$ cat src/asr_consts.svh
// Offsets, field positions and reset values of the serial receive error and interrupt block
//
// What this block does
// (RULE1) With parity enabled, check parity as a character enters the receive buffer.
// (RULE2) Even mode needs an even count of ones over data and parity; odd needs odd.
// (RULE3) Parity mismatch sets the parity error flag and the shared error factor.
// (RULE4) Writing 1 clears the parity error flag; writing 0 leaves it alone.
// (RULE5) After any error the character is still buffered and reception continues.
// (RULE6) A stop bit sampled as 0 sets the framing error flag and error factor.
// (RULE7) Writing 1 clears the framing error flag.
// (RULE8) A character arriving before the receive acknowledge sets overrun and error factor.
// (RULE9) Writing 1 clears the overrun error flag.
// (RULE10) An acknowledge in the same cycle as a buffer load counts as overrun.
// (RULE11) Three interrupt sources: transmit done, receive done, error; each flag and mask.
// (RULE12) Transmit done factor sets when the shift register finishes sending.
// (RULE13) CPU request only when factor, its mask and the CPU enable are all 1.
// (RULE14) Factors still set while masked; only the CPU request is held back.
// (RULE15) Each interrupt factor clears when software writes 1 to it.
// (RULE16) Receive done factor sets when a character enters the receive buffer.
// (RULE17) Receive done factor also sets on characters with parity or framing error.
// (RULE18) All three errors share one error factor; software reads the error flags.
// (RULE19) Software loads and starts the next transmit only after transmit done.
// (RULE20) Software reads the receive buffer only after receive done is raised.
// (RULE21) An overrun does not set the receive done factor.
// (RULE22) Writing receive enable to 0 stops reception and clears all three error flags.
// (RULE23) Framing, parity, overrun flags sit at bits 2, 1, 0 of one status register.
// (RULE24) Each error flag stays set on its own until software clears it.
`ifndef ASR_CONSTS_SVH
`define ASR_CONSTS_SVH

// ----------------------------------------
// Register byte offsets
// ----------------------------------------
`define ASR_OFF_CTRL 8'h00
`define ASR_OFF_FMT 8'h04
`define ASR_OFF_ERR 8'h08
`define ASR_OFF_IFLAG 8'h0C
`define ASR_OFF_IMASK 8'h10
`define ASR_OFF_RXD 8'h14
`define ASR_OFF_TXD 8'h18

// ----------------------------------------
// Field positions
// ----------------------------------------
`define ASR_CTRL_TX_EN 0
`define ASR_CTRL_TX_START 1
`define ASR_CTRL_RX_EN 2
`define ASR_CTRL_RX_ACK 3
`define ASR_FMT_CH7 0
`define ASR_FMT_ODD 2
`define ASR_FMT_PEN 3
`define ASR_ERR_OVR 0
`define ASR_ERR_PAR 1
`define ASR_ERR_FRM 2
`define ASR_IRQ_TX 0
`define ASR_IRQ_RX 1
`define ASR_IRQ_ERR 2
`define ASR_DATA_MSB 7

// ----------------------------------------
// Reset values
// ----------------------------------------
`define ASR_RST_FLAGS 3'h0
`define ASR_RST_BYTE 8'h00
`define ASR_RST_WORD 32'h0000_0000

`endif

$ cat src/asr_pkg.sv
// Types shared by the serial receive error and interrupt block
package asr_pkg;

   // Bus slave phase, one-hot
   typedef enum logic [1:0] {
      ASR_BUS_IDLE = 2'b01,
      ASR_BUS_RESP = 2'b10
   } asr_bus_t;

   typedef logic [2:0] asr_flags_t;

endpackage

$ cat src/asr_rx_err_irq.sv
// Receive error detection, interrupt factors and APB registers of the async serial port
`timescale 1ns/10ps
`include "asr_consts.svh"

module asr_rx_err_irq #(
   parameter int DATA_W = 8
) (
   input wire logic core_clk,
   input wire logic srst,
   input wire logic [7:0] paddr,
   input wire logic psel,
   input wire logic penable,
   input wire logic pwrite,
   input wire logic [31:0] pwdata,
   output logic [31:0] prdata,
   output logic pready,
   output logic pslverr,
   input wire logic cpu_irq_enable,
   input wire logic rx_char_done,
   input wire logic [DATA_W-1:0] rx_char_data,
   input wire logic rx_parity_bit,
   input wire logic rx_stop_bit,
   input wire logic tx_shift_done,
   input wire logic tx_busy,
   output logic transmit_enable,
   output logic receive_enable,
   output logic transmit_start_trigger,
   output logic [DATA_W-1:0] tx_char_data,
   output logic serial_irq
);

   // ----------------------------------------
   // Bus slave
   // ----------------------------------------
   asr_pkg::asr_bus_t bus_q;
   asr_pkg::asr_bus_t bus_d;
   logic [31:0] prdata_q;
   logic [31:0] prdata_d;
   logic pslverr_q;
   logic pslverr_d;
   logic acc;
   logic wr;
   logic hit;

   // Transfer completes on the edge where pready is already high
   assign acc = psel && penable && (bus_q == asr_pkg::ASR_BUS_RESP);
   assign wr = acc && pwrite;

   // Control and data state
   logic tx_en_q;
   logic tx_en_d;
   logic rx_en_q;
   logic rx_en_d;
   logic tx_start_q;
   logic tx_start_d;
   logic ch7_q;
   logic ch7_d;
   logic pen_q;
   logic pen_d;
   logic odd_q;
   logic odd_d;
   logic [DATA_W-1:0] txd_q;
   logic [DATA_W-1:0] txd_d;
   logic [DATA_W-1:0] rxbuf_q;
   logic [DATA_W-1:0] rxbuf_d;
   logic pend_q;
   logic pend_d;
   asr_pkg::asr_flags_t err_q;
   asr_pkg::asr_flags_t err_d;
   asr_pkg::asr_flags_t ifl_q;
   asr_pkg::asr_flags_t ifl_d;
   asr_pkg::asr_flags_t imask_q;
   asr_pkg::asr_flags_t imask_d;
   logic irq_q;
   logic irq_d;

   always_comb begin
      bus_d = bus_q;
      prdata_d = prdata_q;
      pslverr_d = pslverr_q;
      hit = 1'b1;
      unique case (bus_q)
         asr_pkg::ASR_BUS_IDLE: begin
            if (psel && penable) begin
               bus_d = asr_pkg::ASR_BUS_RESP;
               prdata_d = `ASR_RST_WORD;
               unique case (paddr)
                  `ASR_OFF_CTRL: begin
                     prdata_d[`ASR_CTRL_TX_EN] = tx_en_q;
                     prdata_d[`ASR_CTRL_TX_START] = tx_busy | tx_start_q;
                     prdata_d[`ASR_CTRL_RX_EN] = rx_en_q;
                     prdata_d[`ASR_CTRL_RX_ACK] = pend_q;
                  end
                  `ASR_OFF_FMT: begin
                     prdata_d[`ASR_FMT_CH7] = ch7_q;
                     prdata_d[`ASR_FMT_ODD] = odd_q;
                     prdata_d[`ASR_FMT_PEN] = pen_q;
                  end
                  `ASR_OFF_ERR: prdata_d[2:0] = err_q; // [RULE23] [RULE18]
                  `ASR_OFF_IFLAG: prdata_d[2:0] = ifl_q;
                  `ASR_OFF_IMASK: prdata_d[2:0] = imask_q;
                  `ASR_OFF_RXD: prdata_d[DATA_W-1:0] = rxbuf_q;
                  `ASR_OFF_TXD: prdata_d[DATA_W-1:0] = txd_q;
                  default: hit = 1'b0;
               endcase
               pslverr_d = ~hit;
            end
         end
         asr_pkg::ASR_BUS_RESP: begin
            bus_d = asr_pkg::ASR_BUS_IDLE;
            pslverr_d = 1'b0;
         end
         default: bus_d = asr_pkg::ASR_BUS_IDLE;
      endcase
   end

   always_ff @(posedge core_clk) begin
      if (srst) begin
         bus_q <= asr_pkg::ASR_BUS_IDLE;
         prdata_q <= `ASR_RST_WORD;
         pslverr_q <= 1'b0;
      end else begin
         bus_q <= bus_d;
         prdata_q <= prdata_d;
         pslverr_q <= pslverr_d;
      end
   end

   // ----------------------------------------
   // Configuration and triggers
   // ----------------------------------------
   logic wr_ctrl;
   logic ack_wr;

   assign wr_ctrl = wr && (paddr == `ASR_OFF_CTRL);
   assign ack_wr = wr_ctrl && pwdata[`ASR_CTRL_RX_ACK];

   always_comb begin
      tx_en_d = tx_en_q;
      rx_en_d = rx_en_q;
      ch7_d = ch7_q;
      pen_d = pen_q;
      odd_d = odd_q;
      txd_d = txd_q;
      imask_d = imask_q;
      tx_start_d = 1'b0;
      if (wr_ctrl) begin
         tx_en_d = pwdata[`ASR_CTRL_TX_EN];
         rx_en_d = pwdata[`ASR_CTRL_RX_EN];
         tx_start_d = pwdata[`ASR_CTRL_TX_START] & pwdata[`ASR_CTRL_TX_EN];
      end
      if (wr && (paddr == `ASR_OFF_FMT)) begin
         ch7_d = pwdata[`ASR_FMT_CH7];
         odd_d = pwdata[`ASR_FMT_ODD];
         pen_d = pwdata[`ASR_FMT_PEN];
      end
      if (wr && (paddr == `ASR_OFF_TXD)) begin
         txd_d = pwdata[DATA_W-1:0];
      end
      if (wr && (paddr == `ASR_OFF_IMASK)) begin
         imask_d = pwdata[2:0]; // [RULE11]
      end
   end

   always_ff @(posedge core_clk) begin
      if (srst) begin
         tx_en_q <= 1'b0;
         rx_en_q <= 1'b0;
         tx_start_q <= 1'b0;
         ch7_q <= 1'b0;
         pen_q <= 1'b0;
         odd_q <= 1'b0;
         txd_q <= DATA_W'(`ASR_RST_BYTE);
         imask_q <= `ASR_RST_FLAGS;
      end else begin
         tx_en_q <= tx_en_d;
         rx_en_q <= rx_en_d;
         tx_start_q <= tx_start_d;
         ch7_q <= ch7_d;
         pen_q <= pen_d;
         odd_q <= odd_d;
         txd_q <= txd_d;
         imask_q <= imask_d;
      end
   end

   // ----------------------------------------
   // Receive checks
   // ----------------------------------------
   logic rx_load;
   logic [DATA_W-1:0] rx_bits;
   logic par_err;
   logic frm_err;
   logic ovr_err;

   // Characters are only taken while reception is enabled
   assign rx_load = rx_char_done && rx_en_q;

   always_comb begin
      rx_bits = rx_char_data;
      if (ch7_q) begin
         rx_bits[`ASR_DATA_MSB] = 1'b0;
      end
   end

   // Odd total of ones is wanted exactly when odd mode is selected
   assign par_err = pen_q && ((^rx_bits ^ rx_parity_bit) != odd_q); // [RULE1] [RULE2]
   assign frm_err = ~rx_stop_bit; // [RULE6]
   assign ovr_err = pend_q || ack_wr; // [RULE8] [RULE10]

   // ----------------------------------------
   // Buffer, flags and interrupt request
   // ----------------------------------------
   asr_pkg::asr_flags_t err_set;
   asr_pkg::asr_flags_t ifl_set;
   asr_pkg::asr_flags_t err_clr;
   asr_pkg::asr_flags_t ifl_clr;

   always_comb begin
      err_set = `ASR_RST_FLAGS;
      err_set[`ASR_ERR_PAR] = rx_load && par_err; // [RULE3]
      err_set[`ASR_ERR_FRM] = rx_load && frm_err; // [RULE6]
      err_set[`ASR_ERR_OVR] = rx_load && ovr_err; // [RULE8] [RULE10]
      ifl_set = `ASR_RST_FLAGS;
      ifl_set[`ASR_IRQ_TX] = tx_shift_done; // [RULE12]
      ifl_set[`ASR_IRQ_RX] = rx_load && !ovr_err; // [RULE16] [RULE17] [RULE21]
      ifl_set[`ASR_IRQ_ERR] = |err_set; // [RULE18] [RULE3]
      err_clr = (wr && (paddr == `ASR_OFF_ERR)) ? pwdata[2:0] : `ASR_RST_FLAGS;
      ifl_clr = (wr && (paddr == `ASR_OFF_IFLAG)) ? pwdata[2:0] : `ASR_RST_FLAGS;
   end

   always_comb begin
      rxbuf_d = rxbuf_q;
      pend_d = pend_q;
      if (ack_wr) begin
         pend_d = 1'b0;
      end
      if (rx_load) begin
         rxbuf_d = rx_char_data; // [RULE5]
         pend_d = 1'b1;
      end
      if (!rx_en_q) begin
         pend_d = 1'b0;
      end
      // Set wins over a write-one clear; a zero leaves a flag alone
      err_d = (err_q & ~err_clr) | err_set; // [RULE4] [RULE7] [RULE9] [RULE24]
      ifl_d = (ifl_q & ~ifl_clr) | ifl_set; // [RULE15] [RULE14]
      if (wr_ctrl && !pwdata[`ASR_CTRL_RX_EN]) begin
         err_d = `ASR_RST_FLAGS; // [RULE22]
      end
      irq_d = cpu_irq_enable && |(ifl_q & imask_q); // [RULE13]
   end

   always_ff @(posedge core_clk) begin
      if (srst) begin
         rxbuf_q <= DATA_W'(`ASR_RST_BYTE);
         pend_q <= 1'b0;
         err_q <= `ASR_RST_FLAGS;
         ifl_q <= `ASR_RST_FLAGS;
         irq_q <= 1'b0;
      end else begin
         rxbuf_q <= rxbuf_d;
         pend_q <= pend_d;
         err_q <= err_d;
         ifl_q <= ifl_d;
         irq_q <= irq_d;
      end
   end

   assign prdata = prdata_q;
   assign pready = bus_q[1];
   assign pslverr = pslverr_q;
   assign transmit_enable = tx_en_q;
   assign receive_enable = rx_en_q;
   assign transmit_start_trigger = tx_start_q;
   assign tx_char_data = txd_q;
   assign serial_irq = irq_q;

   logic no_disable;
   assign no_disable = !(wr_ctrl && !pwdata[`ASR_CTRL_RX_EN]);
endmodule // asr_rx_err_irq

$ cat config.mk
export PLATFORM = sky130hd
export DESIGN_NAME = asr_rx_err_irq
export DESIGN_NICKNAME = d
export VERILOG_FILES = /design/src/asr_pkg.sv /design/src/asr_rx_err_irq.sv
export VERILOG_INCLUDE_DIRS = /design/src /design/src/src
export SDC_FILE = /design/constraint.sdc
export NUM_CORES = 1
export LEC_CHECK = 0
export BUFFER_PORTS_ARGS = -buffer_cell sky130_fd_sc_hd__buf_4
export CORE_ASPECT_RATIO = 1.2
export CORE_MARGIN = 2
export CORE_UTILIZATION = 50
export DETAILED_ROUTE_END_ITERATION = 12
export PLACE_DENSITY_LB_ADDON = 0.12
export RECOVER_POWER = 25
export SLEW_MARGIN = 5
export SYNTH_ARGS = -nofsm -noshare
export SYNTH_HDL_FRONTEND = slang
export SYNTH_SLANG_ARGS = --single-unit
$ cat constraint.sdc
create_clock -name core_clk -period 3.5 [get_ports core_clk]
set_clock_uncertainty 0.15 [all_clocks]
set_input_delay 0.7 -clock core_clk [delete_from_list [all_inputs] [get_ports core_clk]]
set_output_delay 0.7 -clock core_clk [all_outputs]
set_load 0.05 [all_outputs]
==> summary.md <==
| Metric | Value |
|---|---|
| Final setup vio count | `0` |
| P_leak | `1.123 nW` |
| Post-synthesis sequential area ratio | `0.3924` |
| GRT Util Overall | `0.1992` |
| Cell area after layout | `0.002650 mm^2` |
| Cells after synthesis | `254` |
| Synth top area share | `0.3924` |
| Post-synth EDFFs | `0` |
| Top cells by instance count after synthesis | `44 x dfxtp_1, 30 x nand2_1, 27 x nor2_1, 24 x buf_4, 21 x a21oi_1` |
| Largest net degree at the start of global routing | `41` |
| # clock sinks | `44` |
| Routed vias | `1,825` |
| Fin crit period | `between 2 and 2.5 ns` |
| Final Hold Viols | `0` |
| Worst hold path endpoint | `prdata[3]` |
| IO Pins | `approximately 110` |
| DP Area | `0.002584 mm^2` |
| Chip Height | `77.40 um` |
| Final setup TNS | `0 ns` |
| Power per cell area | `373.3 mW/mm^2` |
| CTS Buf Count | `5` |
| Drt pass-1 iters | `5` |
| Post-place setup slack | `0.6878 ns` |
| Mapped Area | `roughly 0.0022 mm^2` |
| Ys Warns | `0` |
| Clk slew on worst S/H paths | `0.08 ns` |
| Final nets | `roughly 360` |
| Cell variety after synth | `48` |
| Worst EP arrival | `2.56 ns` |
| Flops & latches, synth | `44` |
| Post-layout utilization of the core | `0.6171` |
| Antenna viol nets, final | `0` |
| Achievable clock frequency | `0.4016 GHz` |
| Vias in the first global route | `1,656` |
| Yosys top cell by area | `dfxtp_1` |
| Hold depth | `2` |
| Maximum VDD drop | `224.1 uV` |
| Max clock buf depth | `2` |
| Synth area leaders | `dfxtp_1 39%, mux2i_1 8.0%, buf_4 8.0%, nand2_1 5.0%, a21oi_1 4.7%` |
| Number of buffers added on ports | `56` |
| Tot Pwr | `0.9891 mW` |
| Gr ovfl total | `0` |
| CTS root buf | `clkbuf_8` |
| WHS | `0.3023 ns` |
| CTS tree | `done` |
| CP Data Required Time | `3.57 ns` |
| Slew margin rel. | `0.4357` |
| Ys flop type | `dfxtp_1` |
| Cell row count | `26` |
| Initial core utilization | `0.5227` |
| Share of cells above drive strength 1 | `0.2277` |
| Crit-path max FO | `12` |
| H-tree levels | `2` |
| Worst hold path class | `reg -> reg` |
| Gpl congestion | `around 0.85` |
| Syn Area/Cell | `8.837 um^2` |
| Status | `finished, final reports clean` |
| Core Area | `approximately 0.0043 mm^2` |
| Worst r2r dst | `prdata[2]` |
| Worst R2R Start | `bus_q[1]` |
| Antenna violations before repair | `0` |
| Worst R2R Path Depth | `4` |
| Post-Route WL | `between 4 and 5 mm` |
| Cells after DPL | `between 300 and 400` |
| Syn-to-layout area delta | `18.06%` |
| Ant. Diodes | `0` |
| DR iter-0 viols | `70` |
| Drt drc | `0` |
| HPWL after detailed placement | `3.638 mm` |
| Hold Path Origin | `prdata[3]` |
| Post_cts resized | `0` |
| RSZ-0062 raised after global routing | `no` |
| Fin cells | `359` |
| Most common cell in the netlist | `dfxtp_1` |
| Wire per inst | `13.60 um` |
| Fin crit share | `0.7114` |
| Via-per-instance ratio | `5.084` |
| Worst skew pair latency | `0.30 ns` |
| First-pass GRT wire length | `a little under 8 mm` |
| Die Wd | `65.17 um` |
| Setup WS post-layout | `1.010 ns` |
| # Max-Cap Violations | `0` |
| Asr flop ratio synth | `0` |
| Fin. max-slew vios | `0` |
| Critical path endpoint category | `register` |
| Number of hold buffers added after cts | `0` |
| Critical Path Source Type | `input port` |
| Postcts setup bufs | `0` |
| Reg-to-reg slack, setup | `1.66 ns` |
| DIE AREA | `0.005043 mm^2` |
| Least-Margin Pin Slew | `0.8447 ns` |
| Critical path class | `in -> reg` |
==> how the worst max path moves through the flow <==
stage	end	start	slack (ns)	cells past startpoint
final	ifl_q[2]	paddr[4]	1.01	7
after global routing	odd_q	paddr[4]	0.85	6
after CTS	ifl_q[2]	paddr[4]	0.99	7
after detailed placement	ch7_q	paddr[4]	0.69	6
after global placement	odd_q	paddr[4]	0.68	6
after floorplan	imask_q[0]	paddr[7]	1.22	5
==> logic make-up after synthesis <==
family                 share of synthesized area
multiplexers                              0.1070
AND/OR/NAND/NOR                           0.2129
AO/OA/AOI/OAI                             0.1343
XOR/XNOR                                 0.03735
buffers and inverters                     0.1143
other                                   0.001671
flip-flops                                0.3924
==> critical path, cell delays in order <==
cell and delay, ns:
buf_4 0.16, or4_4 0.55, nor4_4 0.49, buf_4 0.23, a31oi_4 0.10, a21o_1 0.20
a31oi_1 0.12
==> layer usage <==
layer	part of all wire	global-route usage
met1	0.43	0.2609
met2	0.48	0.3255
met4	0.014	0.06458
met3	0.077	0.04203
met5	0	0
==> power breakdown <==
part           switching (mW)  total, mW  internal [mW]
Clock                   0.170      0.327          0.158
Sequential            0.00194      0.505          0.503
Combinational           0.109      0.157         0.0486
==> flip-flops by register name, indices dropped and copies added (netlist names), 2 cells and up <==
signal        cells
bus_q             2
err_q             3
ifl_q             3
imask_q           3
prdata            8
rxbuf_q           8
tx_char_data      8
==> cell type report <==
cell class	instances	area, um^2
Multi-Input combinational cell	191	1194
Clock inverter	2	10.01
Sequential cell	44	880.8
Tap cell	56	70.07
Fill cell	436	1644
Inverter	3	11.26
Clock buffer	6	82.58
Timing Repair Buffer	57	401.6
==> placed cells by master (no fill, tap or decap), types with 4 or more instances in the layout <==
| master | n |
|---|---|
| a21oi_1 | 21 |
| clkbuf_8 | 6 |
| nand2_1 | 30 |
| buf_4 | 49 |
| a22o_1 | 4 |
| nor2_1 | 27 |
| dfxtp_1 | 44 |
| clkbuf_1 | 7 |
| nand3_1 | 17 |
| mux2i_1 | 18 |
| conb_1 | 24 |
| xnor2_1 | 7 |
Power figures use the tool's default switching activity.
